File: config.mk
export PLATFORM = sky130hd
export DESIGN_NAME = tbu_top
export DESIGN_NICKNAME = d
export VERILOG_FILES = /design/src/logic/tbu_pkg.sv /design/src/logic/tbu_top.sv /design/src/logic/tbu_prescaler.sv
export SDC_FILE = /design/constraint.sdc
export NUM_CORES = 1
export LEC_CHECK = 0
export BUFFER_PORTS_ARGS = -buffer_cell sky130_fd_sc_hd__buf_2
export CORE_MARGIN = 4
export CORE_UTILIZATION = 42
export CTS_CLUSTER_DIAMETER = 50
export DETAILED_ROUTE_END_ITERATION = 8
export PLACE_DENSITY_LB_ADDON = 0.15
export SYNTH_ARGS = -nofsm -noshare
export SYNTH_HDL_FRONTEND = slang
export SYNTH_SLANG_ARGS = --single-unit
File: constraint.sdc
create_clock -name clk_sys_i -period 4.04 [get_ports clk_sys_i]
set_clock_uncertainty 0.05 [all_clocks]
set_input_delay 0.404 -clock clk_sys_i [delete_from_list [all_inputs] [get_ports clk_sys_i]]
set_output_delay 0.404 -clock clk_sys_i [all_outputs]
set_load 0.005 [all_outputs]
File: src/logic/tbu_pkg.sv
// shared constants for the timebase counter block
package tbu_pkg;

  // register indexes; byte address is four times the index
  localparam logic [7:0] IDX_COUNT = 8'h36;
  localparam logic [7:0] IDX_CSR = 8'h37;
  localparam logic [7:0] IDX_IRQ_STATUS = 8'h38;
  localparam logic [7:0] IDX_IRQ_MASK = 8'h39;
  localparam int IDX_SHIFT = 2;

  // control/status field positions
  localparam int CSR_FLAG_BIT = 5;
  localparam int CSR_IRQ_EN_BIT = 4;
  localparam int CSR_EN_BIT = 3;
  localparam int CSR_SEL_LSB = 0;
  localparam int SEL_W = 3;

  // interrupt status / mask field positions
  localparam int IRQ_WRAP_BIT = 0;

  // widths and reset values
  localparam int DATA_W = 8;
  localparam int BUS_W = 32;
  localparam logic [DATA_W-1:0] COUNT_RST = 8'h00;
  localparam logic [DATA_W-1:0] COUNT_MAX = 8'hff;
  localparam logic [SEL_W-1:0] SEL_RST = 3'h0;
  localparam logic [BUS_W-1:0] RDATA_RST = 32'h0000_0000;

  // ahb-lite encodings
  localparam logic [1:0] HTRANS_NONSEQ = 2'h2;
  localparam logic [2:0] HSIZE_WORD = 3'h2;
  localparam logic HRESP_OKAY = 1'h0;

  // bus slave sequencing
  typedef enum logic [1:0] {
    TBU_BUS_IDLE,
    TBU_BUS_WAIT,
    TBU_BUS_DONE
  } tbu_bus_e;

endpackage : tbu_pkg

File: src/logic/tbu_top.sv
// timebase counter with prescaler, overflow flag and ahb-lite registers
`timescale 1ns/100ps

module tbu_top #(
  parameter int DIV_W = 8
) (
  // clock and reset
  input wire logic clk_sys_i,
  input wire logic rst_n_i,
  // power mode
  input wire logic halt_i,
  // ahb-lite slave
  input wire logic hsel_i,
  input wire logic [31:0] haddr_i,
  input wire logic [1:0] htrans_i,
  input wire logic hwrite_i,
  input wire logic [2:0] hsize_i,
  input wire logic hready_i,
  input wire logic [31:0] hwdata_i,
  output logic [31:0] hrdata_o,
  output logic hreadyout_o,
  output logic hresp_o,
  // interrupt
  output logic irq_o
);

  localparam int DW = tbu_pkg::DATA_W;
  localparam int BW = tbu_pkg::BUS_W;
  localparam int PW = tbu_pkg::SEL_W;

  // byte address of a register index
  function automatic logic [BW-1:0] reg_addr(input logic [7:0] idx);
    reg_addr = {{(BW-8){1'b0}}, idx} << tbu_pkg::IDX_SHIFT;
  endfunction : reg_addr

  // true when a latched address names the given register
  function automatic logic hits(input logic [BW-1:0] addr, input logic [7:0] idx);
    hits = (addr == reg_addr(idx));
  endfunction : hits

  // software state
  logic [DW-1:0] count_reg;
  logic count_enable_reg;
  logic overflow_irq_enable_reg;
  logic [PW-1:0] prescaler_select_reg;
  logic overflow_flag_reg;
  logic irq_status_reg;
  logic irq_mask_reg;

  // bus state
  tbu_pkg::tbu_bus_e bus_state_reg;
  logic [BW-1:0] addr_reg;
  logic write_reg;
  logic word_reg;
  logic [BW-1:0] hrdata_reg;

  // decoded strokes
  logic accept;
  logic data_cycle;
  logic wr_ok;
  logic rd_ok;
  logic wr_count;
  logic wr_csr;
  logic wr_stat;
  logic wr_mask;
  logic rd_csr;
  logic tick;
  logic wrap;
  logic [DW-1:0] csr_view;
  logic [BW-1:0] rdata_next;
  logic sel_count;
  logic sel_csr;
  logic sel_stat;
  logic sel_mask;
  logic [DW-1:0] wdata_byte;
  logic flag_req;
  logic sticky_req;

  // ---------------------------------------------------------------------------
  // ahb-lite slave: one wait state, address captured in the address phase
  // ---------------------------------------------------------------------------

  // a transfer is taken when selected, ready and nonsequential
  assign accept = hsel_i & hready_i & (htrans_i == tbu_pkg::HTRANS_NONSEQ);

  // sequencing of address phase, wait cycle and completion cycle
  always_ff @(posedge clk_sys_i or negedge rst_n_i) begin
    if (!rst_n_i) begin
      bus_state_reg <= tbu_pkg::TBU_BUS_IDLE;
    end else begin
      case (bus_state_reg)
        tbu_pkg::TBU_BUS_IDLE: begin
          if (accept) begin
            bus_state_reg <= tbu_pkg::TBU_BUS_WAIT;
          end
        end
        tbu_pkg::TBU_BUS_WAIT: begin
          bus_state_reg <= tbu_pkg::TBU_BUS_DONE;
        end
        tbu_pkg::TBU_BUS_DONE: begin
          if (accept) begin
            bus_state_reg <= tbu_pkg::TBU_BUS_WAIT;
          end else begin
            bus_state_reg <= tbu_pkg::TBU_BUS_IDLE;
          end
        end
        default: begin
          bus_state_reg <= tbu_pkg::TBU_BUS_IDLE;
        end
      endcase
    end
  end

  // address phase capture
  always_ff @(posedge clk_sys_i or negedge rst_n_i) begin
    if (!rst_n_i) begin
      addr_reg <= '0;
      write_reg <= 1'b0;
      word_reg <= 1'b0;
    end else if (accept && bus_state_reg != tbu_pkg::TBU_BUS_WAIT) begin
      addr_reg <= haddr_i;
      write_reg <= hwrite_i;
      word_reg <= (hsize_i == tbu_pkg::HSIZE_WORD);
    end
  end

  // the wait cycle is where the access actually acts on the registers
  assign data_cycle = (bus_state_reg == tbu_pkg::TBU_BUS_WAIT);
  assign wr_ok = data_cycle & write_reg & word_reg;
  assign rd_ok = data_cycle & ~write_reg;

  // register selects from the latched address
  assign sel_count = hits(addr_reg, tbu_pkg::IDX_COUNT);
  assign sel_csr = hits(addr_reg, tbu_pkg::IDX_CSR);
  assign sel_stat = hits(addr_reg, tbu_pkg::IDX_IRQ_STATUS);
  assign sel_mask = hits(addr_reg, tbu_pkg::IDX_IRQ_MASK);

  // write strobes per register
  assign wr_count = wr_ok & sel_count;
  assign wr_csr = wr_ok & sel_csr;
  assign wr_stat = wr_ok & sel_stat;
  assign wr_mask = wr_ok & sel_mask;

  // only the low byte of the write data reaches the registers
  assign wdata_byte = hwdata_i[DW-1:0];

  // a read of the control/status register clears the overflow flag
  assign rd_csr = rd_ok & sel_csr;

  // control/status image, reserved top bits forced low
  always_comb begin
    csr_view = '0;
    csr_view[tbu_pkg::CSR_FLAG_BIT] = overflow_flag_reg;
    csr_view[tbu_pkg::CSR_IRQ_EN_BIT] = overflow_irq_enable_reg;
    csr_view[tbu_pkg::CSR_EN_BIT] = count_enable_reg;
    csr_view[tbu_pkg::CSR_SEL_LSB +: PW] = prescaler_select_reg;
  end

  // read multiplexer, unmapped addresses read zero
  always_comb begin
    rdata_next = '0;
    if (sel_count) begin
      rdata_next[DW-1:0] = count_reg;
    end else if (sel_csr) begin
      rdata_next[DW-1:0] = csr_view;
    end else if (sel_stat) begin
      rdata_next[tbu_pkg::IRQ_WRAP_BIT] = irq_status_reg;
    end else if (sel_mask) begin
      rdata_next[tbu_pkg::IRQ_WRAP_BIT] = irq_mask_reg;
    end
  end

  // read data registered in the wait cycle, held until the next read
  always_ff @(posedge clk_sys_i or negedge rst_n_i) begin
    if (!rst_n_i) begin
      hrdata_reg <= tbu_pkg::RDATA_RST;
    end else if (rd_ok) begin
      hrdata_reg <= rdata_next;
    end
  end

  // bus answers
  assign hrdata_o = hrdata_reg;
  assign hreadyout_o = (bus_state_reg != tbu_pkg::TBU_BUS_WAIT);
  assign hresp_o = tbu_pkg::HRESP_OKAY;

  // ---------------------------------------------------------------------------
  // control bits
  // ---------------------------------------------------------------------------

  // count enable; overflow and reserved bits ignore writes
  always_ff @(posedge clk_sys_i or negedge rst_n_i) begin
    if (!rst_n_i) begin
      count_enable_reg <= 1'b0;
    end else if (wr_csr) begin
      count_enable_reg <= wdata_byte[tbu_pkg::CSR_EN_BIT];
    end
  end

  // overflow interrupt enable
  always_ff @(posedge clk_sys_i or negedge rst_n_i) begin
    if (!rst_n_i) begin
      overflow_irq_enable_reg <= 1'b0;
    end else if (wr_csr) begin
      overflow_irq_enable_reg <= wdata_byte[tbu_pkg::CSR_IRQ_EN_BIT];
    end
  end

  // prescaler select field
  always_ff @(posedge clk_sys_i or negedge rst_n_i) begin
    if (!rst_n_i) begin
      prescaler_select_reg <= tbu_pkg::SEL_RST;
    end else if (wr_csr) begin
      prescaler_select_reg <= wdata_byte[tbu_pkg::CSR_SEL_LSB +: PW];
    end
  end

  // ---------------------------------------------------------------------------
  // prescaler and counter
  // ---------------------------------------------------------------------------

  // divider runs only while enabled and the oscillator is not halted
  tbu_prescaler #(
    .SEL_W(PW),
    .DIV_W(DIV_W)
  ) u_prescaler (
    .clk_sys_i(clk_sys_i),
    .rst_n_i(rst_n_i),
    .run_i(count_enable_reg),
    .freeze_i(halt_i),
    .select_i(prescaler_select_reg),
    .tick_o(tick)
  );

  // a tick at the top value is a wrap
  assign wrap = tick & (count_reg == tbu_pkg::COUNT_MAX);

  // counter: software load wins over the increment of the same cycle
  always_ff @(posedge clk_sys_i or negedge rst_n_i) begin
    if (!rst_n_i) begin
      count_reg <= tbu_pkg::COUNT_RST;
    end else if (wr_count) begin
      count_reg <= wdata_byte;
    end else if (tick) begin
      count_reg <= count_reg + {{(DW-1){1'b0}}, 1'b1};
    end
  end

  // ---------------------------------------------------------------------------
  // overflow flag and interrupt
  // ---------------------------------------------------------------------------

  // flag set by wrap only; read clears; a wrap on the clearing read wins
  always_ff @(posedge clk_sys_i or negedge rst_n_i) begin
    if (!rst_n_i) begin
      overflow_flag_reg <= 1'b0;
    end else if (wrap) begin
      overflow_flag_reg <= 1'b1;
    end else if (rd_csr) begin
      overflow_flag_reg <= 1'b0;
    end
  end

  // sticky event bit, cleared by writing one, set wins over clear
  always_ff @(posedge clk_sys_i or negedge rst_n_i) begin
    if (!rst_n_i) begin
      irq_status_reg <= 1'b0;
    end else if (wrap) begin
      irq_status_reg <= 1'b1;
    end else if (wr_stat && wdata_byte[tbu_pkg::IRQ_WRAP_BIT]) begin
      irq_status_reg <= 1'b0;
    end
  end

  // mask register for the sticky event
  always_ff @(posedge clk_sys_i or negedge rst_n_i) begin
    if (!rst_n_i) begin
      irq_mask_reg <= 1'b0;
    end else if (wr_mask) begin
      irq_mask_reg <= wdata_byte[tbu_pkg::IRQ_WRAP_BIT];
    end
  end

  // request sources: the flag itself and the unmasked sticky event
  assign flag_req = overflow_flag_reg;
  assign sticky_req = irq_status_reg & irq_mask_reg;

  // level request, always gated by the overflow irq enable
  assign irq_o = overflow_irq_enable_reg & (flag_req | sticky_req);

endmodule : tbu_top

File: src/logic/tbu_prescaler.sv
// power-of-two prescaler producing one tick per division period
`timescale 1ns/100ps

module tbu_prescaler #(
  parameter int SEL_W = 3,
  parameter int DIV_W = 8
) (
  // clock and reset
  input wire logic clk_sys_i,
  input wire logic rst_n_i,
  // control
  input wire logic run_i,
  input wire logic freeze_i,
  input wire logic [SEL_W-1:0] select_i,
  // tick out
  output logic tick_o
);

  logic [DIV_W-1:0] div_reg;
  logic [DIV_W-1:0] period_mask;

  // low (select+1) bits set: divide by 2 at code 0 up to 256 at code 7
  always_comb begin
    period_mask = '0;
    for (int i = 0; i < DIV_W; i++) begin
      if (i <= int'(select_i)) begin
        period_mask[i] = 1'b1;
      end
    end
  end

  // divider held in reset while stopped, frozen while halted
  always_ff @(posedge clk_sys_i or negedge rst_n_i) begin
    if (!rst_n_i) begin
      div_reg <= '0;
    end else if (!run_i) begin
      div_reg <= '0;
    end else if (!freeze_i) begin
      div_reg <= div_reg + {{(DIV_W-1){1'b0}}, 1'b1};
    end
  end

  // tick on the last cycle of each period
  assign tick_o = run_i & ~freeze_i & (&(div_reg | ~period_mask));

endmodule : tbu_prescaler

-- After elaboration in Yosys (flattened, before gate mapping)
Index checks and enable logic that the tools add are counted.
Widths: inputs -> output; s select.
- flip-flop bits (word level): 68
- input bits: 75
- add/subtract/negate cells: 2
- order comparisons: 7
- eq/ne operators: 12
- multiplexer cells: 23
- bitwise gates (word level): 20
- reductions and logical operators: 7
- operators with widths (cell ; number):
    $eq 32x8->1 const B ; 4
    $mux 8 ; 5
    $add 8x1->8 const B ; 2
    $and 1x1->1 ; 15
    $mux 1 ; 15
    $le 3x3->1 const A ; 4
    $eq 8x8->1 const B ; 1
    $not 8->8 ; 1
    $or 8x8->8 ; 1
    $reduce_and 8->1 ; 1
    $le 2x3->1 const A ; 2
    $pmux 2 s3 ; 1
    $reduce_bool 2->1 ; 3
    $mux 5 ; 1
    $eq 2x2->1 const B ; 2
    $ne 2x2->1 const B ; 2
    $eq 3x2->1 const B ; 1
    $le 1x3->1 const A ; 1
    $eq 2x1->1 const B ; 1
    $logic_and 1x1->1 ; 2
    $logic_not 2->1 ; 1
    $mux 2 ; 1
    $ne 2x1->1 const B ; 1
    $not 1->1 ; 2
    $or 1x1->1 ; 1

-- Depth between registers and ports, before layout
Gate-level depths: netlist of the first run.
- depth in word-level cells: 8
- mapped depth: 7
- depth with buffers taken out: 6

-- Modules after synthesis
A second synthesis of the first run with hierarchy kept.
- cell total of the unflattened synthesis: 277
- area total of the unflattened synthesis: 3362.0 sq um
- by module, submodules not included (module ; instances ; cells an instance ; area each (sq um) ; seq. area each (sq um)):
    tbu_top ; 1 ; 232 ; 2889.0 ; 1501.4
    tbu_prescaler ; 1 ; 45 ; 473.0 ; 200.2

-- Least setup slack after synthesis of the first run
Ideal clock, no wire load.
- path kind: reg-to-reg
- from: register addr_reg[19]
- to: register irq_mask_reg
- setup time: 0.127 ns
- arrival time: 2.173 ns
- data required time: 3.863 ns
- slack: 1.690 ns
- cell stages (with the launch flop): 6
- buffers on the path: 0
- clock period less this slack: 2.350 ns
- cell sequence: dfrtp_1 or4_4 or3_1 or4_4 nor2_1 mux2_1
- word-level cells in the longest chain between the ends: 2
- ends and longest elaborated chain (what ; line ; text):
    start: declaration ; tbu_top.sv:52 ; logic [BW-1:0] addr_reg;
    start signal: assignment ; tbu_top.sv:121 ; addr_reg <= haddr_i;
    $eq 32x8->1 ; tbu_top.sv:38 ; hits = (addr == reg_addr(idx));
    $and 1x1->1 ; tbu_top.sv:142 ; assign wr_mask = wr_ok & sel_mask;
    end signal: assignment ; tbu_top.sv:280 ; irq_mask_reg <= wdata_byte[tbu_pkg::IRQ_WRAP_BIT];
    end: declaration ; tbu_top.sv:48 ; logic irq_mask_reg;
No other way between the ends.
A chain may end at the register's enable or synchronous reset.

-- Worst setup path after layout of the first run
Same ends and word-level chain as after synthesis.

==> results of run 1 <==
==> metal layers <==
| metal | global-route usage (%) | up-vias | share of wire (%) |
|---|---|---|---|
| met2 | 22.9 | 71 | 48 |
| met3 | 4.80 | 6 | 6.5 |
| met1 | 19.8 | 1095 | 45 |
| met5 | 0 | - | 0 |
| met4 | 5.26 | 0 | 0.94 |
| li1 | - | 1122 | - |
==> synth_stat cells, types with 3 or more instances <==
cell type and n:
nor3_1 4, or4_4 3, nor3b_1 3, nor2b_1 7, mux2i_1 7, dfrtp_1 68, a21oi_1 10, a31oi_1 4
or3_1 5, nor2_1 13, clkbuf_1 8, nand2_1 18, mux2_2 37, a21boi_0 3, o21ai_0 17, inv_1 5
buf_4 25, nand2b_1 4, nand3b_1 3, nor4b_1 4, nor4_1 3, nand3_1 7, xnor2_1 3, and2_1 4
==> worst paths after layout <==
kind                                                   start                                  end  slack, ns  cells after the start
worst min-delay path                                 rst_n_i                write_reg$_DFFE_PN0P_       0.16                      1
worst min register to register  bus_state_reg[0]$_DFFE_PN0P_         bus_state_reg[0]$_DFFE_PN0P_       0.37                      1
max in group asynchronous                            rst_n_i  prescaler_select_reg[1]$_DFFE_PN0P_       2.87                      2
worst max register to register      addr_reg[19]$_DFFE_PN0P_             irq_mask_reg$_DFFE_PN0P_       1.58                      5
min in group clk_sys_i                            haddr_i[2]              addr_reg[2]$_DFFE_PN0P_       0.22                      3
worst max-delay path                addr_reg[19]$_DFFE_PN0P_             irq_mask_reg$_DFFE_PN0P_       1.58                      5
==> power by group through the flow <==
stage | logic, mW | registers (mW) | clock network (mW)
2_1_floorplan | 0.135 | 0.805 | 0
3_3_place_gp | 0.161 | 0.825 | 0
3_5_place_dp | 0.166 | 0.827 | 0
4_1_cts | 0.166 | 0.814 | 0.520
5_1_grt | 0.186 | 0.823 | 0.559
6_report | 0.163 | 0.813 | 0.501
==> worst max-delay path, stage by stage (launching register included) <==
cell and delay, ns:
dfrtp_1 0.38, or4_4 0.56, or3_1 0.40, or4_4 0.51, nor2_1 0.12, mux2_1 0.33
==> logic make-up (layout without fill, tap and decap cells) <==
logic type / count (synthesis) / count (layout) / share of synthesized area, %
multiplexers: 45 / 45 / 15.1
buffers and inverters: 38 / 82 / 7.18
other: 1 / 25 / 0.114
XOR/XNOR: 5 / 5 / 1.33
AND/OR/NAND/NOR: 87 / 87 / 15.4
AO/OA/AOI/OAI: 45 / 45 / 8.50
flip-flops: 68 / 68 / 51.6
adder cells (fa/ha/maj): 2 / 2 / 0.759
==> final cells by class <==
cell class	count	area (um2)
Clock buffer	11	141
Clock inverter	5	37.5
Fill cell	738	3900
Inverter	5	18.8
Multi-Input combinational cell	209	1460
Sequential cell	68	1700
Tap cell	102	128
Timing Repair Buffer	61	308
==> metrics by stage <==
stage	setup WS, ns	util, %	hold slack, ns	power [mW]	std cells
3_3_place_gp	1.60	47.0	0.361	0.986	445
5_1_grt	1.52	49.3	0.215	1.57	461
2_1_floorplan	1.69	-	0.0584	0.939	315
4_1_cts	1.57	49.3	0.196	1.50	461
3_5_place_dp	1.59	47.0	0.366	0.993	445
6_report	1.58	49.3	0.162	1.48	461
==> results by group, run 1 <==
Clock tree
  – Worst-Skew Late Latency: between 0.3 and 0.4 ns
  – Deepest clock path buffer count: 2
  – Post_cts resized: 0
  – CTS tree: built
  – Clock sinks: 68
  – Clock Tree Root: clkbuf_8
  – Clk pin slew, worst setup/hold paths: 0.08 ns
  – Post-CTS Setup Inserts: 0
  – Max H-tree Level: 3
  – Hold buffers post-CTS: 0
  – Cts bufs inserted: 9

Drt
  – DR vias/cell: 4.98
  – Starting DRT DRC Count: 62
  – Post-Route WL: 6490 um
  – Post-route DRC: 0
  – Antenna viol nets, final: 0
  – Wire length per cell: 14.1 um
  – First-pass iteration count of the detailed router: 4
  – Routed vias: about 2300

Synthesis
  – Synth unique cells: between 40 and 50
  – Post-synth top area share: 51.6%
  – Cell taking the most area after synthesis: dfrtp_1
  – Post-Syn Instances: 291
  – Seq cells post-synth: 68
  – Seq/Total Area, Yosys: 51.6%
  – Post-synth EDFFs: 0
  – Ranking of synthesized cells by area: dfrtp_1, mux2_2, buf_4
  – Primary FF master, synth: dfrtp_1
  – Mapped Area: 0.00330 mm2
  – Yosys warns: 0
  – Avg Inst Size Synth: 11.3 um2
  – Async SR Flop Fraction: 100%

Final layout
  – Design area: 0.00379 mm2
  – Most frequent cells in the layout: dfrtp_1, buf_2, mux2_2
  – Synth-to-layout area growth: 15.0%
  – Antenna cell count: 0
  – Max reg flops: 32
  – Nets: 431
  – Share of post-route cells with drive strength above 1: ~33%
  – Most common cell after layout, fill and taps aside: dfrtp_1

Critical path
  – CP max FO: 3
  – Critical path arrival: 2.63 ns
  – Crit Path Class: register to register
  – Crit path required time: roughly 4.2 ns
  – CP startpoint kind: register
  – Critical path capture point type: register

Power and ir drop
  – Switch share: roughly a quarter
  – Internal power: ~1.1 mW
  – Worst vdd ir: approximately 0.0002 V
  – NetSw: roughly 0.38 mW
  – Logic pwr share: 11.1%
  – Clock power share: 33.9%
  – Power per Cell Area: 390 mW/mm2
  – Register share of total power: 55.0%
  – Leak: 1.72 nW

Global route
  – Pin count of the biggest net entering global routing: 46
  – First-pass GRT wire length: 10400 um
  – Initial antenna violation count: 0
  – Remaining Overflow, GRT: 0
  – Vias in the first global route: 2155
  – Total GRT Usage: 14.9%

STA
  – Worst Tran Pin Value: 0.980 ns
  – Setup TNS: 0 ns
  – Final Max Slew Viols: 0
  – Post-route clock period utilization: 61.0%
  – Max frequency: 406 MHz
  – Setup violators final: 0
  – RSZ-0062 raised after global routing: no
  – Final Hold Viols: 0
  – Slew HR: 34.7%
  – Min Clock Period, post-route: between 2 and 2.5 ns

Job
  – Max-Cap Viols: 0

Placed design
  – IO Port Bufs: 60
  – Area after DPL: 0.00361 mm2
  – Gpl congestion: approximately 0.8
  – Hpwl dp: approximately 4800 um

Floorplan
  – Die boundary height: 96.6 um
  – Ports: 110
  – Rows: 32
  – Effective utilization at floorplan: 42.9%
  – Core area: around 0.0077 mm2
  – Overall die width: 96.6 um
  – Die footprint: 0.00933 mm2

Worst hold path
  – Worst hold path class: primary input to async pin

Run status
  – Status: complete, no violations
No activity file was read; power rests on OpenSTA's default activity.
==> run 2, diff against run 1 <==
==> constraint.sdc (replaced) <==
create_clock -name clk_sys_i -period 2.5 [get_ports clk_sys_i]
set_clock_uncertainty 0.05 [all_clocks]
set_input_delay 0.25 -clock clk_sys_i [delete_from_list [all_inputs] [get_ports clk_sys_i]]
set_output_delay 0.25 -clock clk_sys_i [all_outputs]
set_load 0.005 [all_outputs]
==> run 2 against run 1 <==
Die area did not move. Non-clock buffer count increased by 7. Global-route usage increased by 0.46 points. Worst setup slack got worse by 1.5 ns. Sequential share of layout area decreased by 1.7 points. Highest routed layer unchanged. Via count rose by 1.4%. Cell count up 1.5%. Cell area rose by 3.8%. Routed wire length rose by 0.20%. Power is 85% higher. Sequential cell count unchanged. Critical path depth did not move.
==> results by group, run 2 (same netlist as run 1, synthesis figures left out) <==
Placed design
  – Placement Setup Slack: 0.0335 ns (-1.55 ns)
  – Area after DPL: 0.00367 mm2 (+1.6%)
  – DP Cell Count: 451 (+1.3%)
  – Hpwl dp: 4840 um (+0.53%)
  – IO Port Bufs: 60 (unchanged)
  – Gpl congestion: 0.814 (+0.58%)

Floorplan
  – Core area: 0.00769 mm2 (unchanged)
  – Ports: 110 (unchanged)
  – Die footprint: 0.00933 mm2 (unchanged)
  – Effective utilization at floorplan: 42.9% (unchanged)
  – Overall die width: 96.6 um (unchanged)
  – Rows: 32 (unchanged)
  – Die boundary height: 96.6 um (unchanged)

Power and ir drop
  – Switch share: 24.0% (-1.5 points)
  – Logic pwr share: 10.5% (-0.6 points)
  – Pwr Total: 2.74 mW (+85%)
  – Register share of total power: 47.5% (-7.5 points)
  – Worst vdd ir: 0.000390 V (+95%)
  – Power per Cell Area: 695 mW/mm2 (+78%)
  – Internal power: 2.08 mW (+89%)
  – Clock power share: 42.0% (+8.1 points)
  – NetSw: 0.656 mW (+74%)
  – Leak: 1.80 nW (+4.6%)

Drt
  – Routed vias: 2326 (+1.4%)
  – First-pass iteration count of the detailed router: 4 (unchanged)
  – Starting DRT DRC Count: 68 (+9.7%)
  – Antenna viol nets, final: 0 (unchanged)
  – Post-route DRC: 0 (unchanged)
  – Post-Route WL: 6500 um (+0.20%)
  – DR vias/cell: 4.97 (-0.12%)
  – Wire length per cell: 13.9 um (-1.3%)

Global route
  – Global routing's busiest layer: met2
  – Vias in the first global route: 2292 (+6.4%)
  – Met2 Track Usage GR: 25.1% (+2.2 points)
  – GRT met3 Usage: 4.11% (-0.70 points)
  – Met1 Usage GRT: 19.2% (-0.55 points)
  – Pin count of the biggest net entering global routing: 41 (-11%)
  – First-pass GRT wire length: 10800 um (+3.8%)
  – Initial antenna violation count: 0 (unchanged)
  – Total GRT Usage: 15.4% (+0.46 points)
  – Remaining Overflow, GRT: 0 (unchanged)

Worst hold path
  – Worst Hold End: addr_reg[2]$_DFFE_PN0P_
  – Worst hold path class: primary input to register
  – Min-Delay Path Depth: 3
  – Hold path startpoint: haddr_i[2]

Critical path
  – Cell count of the worst reg-to-reg path: 5 (unchanged)
  – CP max FO: 5 (+2)
  – RR Endpoint: prescaler_select_reg[0]$_DFFE_PN0P_
  – CP startpoint kind: register
  – Critical R2R Launch: addr_reg[19]$_DFFE_PN0P_
  – Crit path required time: 2.68 ns (-1.53 ns)
  – Crit Path Class: register to register
  – Critical path capture point type: register
  – Critical path arrival: 2.61 ns (-0.02 ns)
  – Register-to-register setup slack: 0.07 ns (-1.50 ns)

STA
  – Setup violators final: 0 (unchanged)
  – Slew HR: 54.3% (+20 points)
  – RSZ-0062 raised after global routing: yes
  – Post-route clock period utilization: 97.0% (+36 points)
  – Max frequency: 412 MHz (+1.6%)
  – Worst setup margin: 0.0745 ns (-1.50 ns)
  – Final Hold Viols: 0 (unchanged)
  – Final Max Slew Viols: 0 (unchanged)
  – Min Clock Period, post-route: 2.43 ns (-0.0391 ns)
  – Worst Tran Pin Value: 0.685 ns (-0.294 ns)

Final layout
  – Final cell count without fillers: 468 (+1.5%)
  – Util after Layout: 51.2% (+1.9 points)
  – Max reg flops: 32 (unchanged)
  – Antenna cell count: 0 (unchanged)
  – Synth-to-layout area growth: 19.4%
  – Most common cell after layout, fill and taps aside: dfrtp_1
  – Design area: 0.00394 mm2 (+3.8%)
  – Share of post-route cells with drive strength above 1: 35.0% (+1.5 points)
  – Nets: 438 (+1.6%)
  – Most frequent cells in the layout: dfrtp_1, buf_2, mux2_2

Clock tree
  – Cts bufs inserted: 9 (unchanged)
  – Deepest clock path buffer count: 2 (unchanged)
  – Clock Tree Root: clkbuf_8
  – Max H-tree Level: 3 (unchanged)
  – Clk pin slew, worst setup/hold paths: 0.08 ns (about the same)
  – CTS tree: built
  – Clock sinks: 68 (unchanged)
  – Worst-Skew Late Latency: 0.35 ns (about the same)

Run status
  – Status: complete, no violations

Job
  – Max-Cap Viols: 0 (unchanged)
[run 2: what timing repair did]
item,4_1_cts,5_1_grt
gates resized for setup,0,1
buffers inserted,0,0
endpoints found under the hold margin,28,0
endpoints found under the setup margin,0,2
hold buffers,1,0
[run 2: how the worst max path moves through the flow]
| stage | from | end | cells past startpoint |
|---|---|---|---|
| finish | addr_reg[19]$_DFFE_PN0P_ | prescaler_select_reg[0]$_DFFE_PN0P_ | 5 |
| global route | addr_reg[19]$_DFFE_PN0P_ | prescaler_select_reg[2]$_DFFE_PN0P_ | 5 |
| CTS | addr_reg[19]$_DFFE_PN0P_ | irq_mask_reg$_DFFE_PN0P_ | 5 |
| detailed placement | addr_reg[19]$_DFFE_PN0P_ | irq_mask_reg$_DFFE_PN0P_ | 5 |
| global placement | addr_reg[19]$_DFFE_PN0P_ | irq_mask_reg$_DFFE_PN0P_ | 5 |
| floorplan | addr_reg[19]$_DFFE_PN0P_ | irq_mask_reg$_DFFE_PN0P_ | 5 |
[run 2: per-layer routing]
metal	vias up	wire [um]
met5	-	0
met4	0	114
met3	10	424
met2	66	3090
met1	1112	2870
li1	1138	-
[run 2: metrics by stage]
step	setup TNS, ns	hold slack (ns)
finish	0	0.0552
global route	-0.00456	0.0549
CTS	0	0.0427
detailed placement	0	0.286
global placement	0	0.287
floorplan	0	-0.0956
[run 2: power groups by stage]
stage	Clock, mW	Combinational [mW]	Sequential [mW]
after floorplan	0	0.218	1.30
after global placement	0	0.284	1.32
after detailed placement	0	0.291	1.32
after CTS	1.18	0.294	1.30
after global routing	1.22	0.329	1.32
final	1.15	0.287	1.30
[run 2: critical path, cell delays in order, from the launching register on]
cell and delay, ns:
dfrtp_1 0.38, or4_4 0.54, or3_1 0.40, or3_4 0.38, nor2_4 0.19, mux2_2 0.36
[run 2: final cells by class]
class / instances / area, um2
Timing Repair Buffer: 68 / 375
Fill cell: 757 / 3750
Inverter: 5 / 18.8
Tap cell: 102 / 128
Sequential cell: 68 / 1700
Multi-Input combinational cell: 209 / 1460
Clock buffer: 9 / 124
Clock inverter: 7 / 130
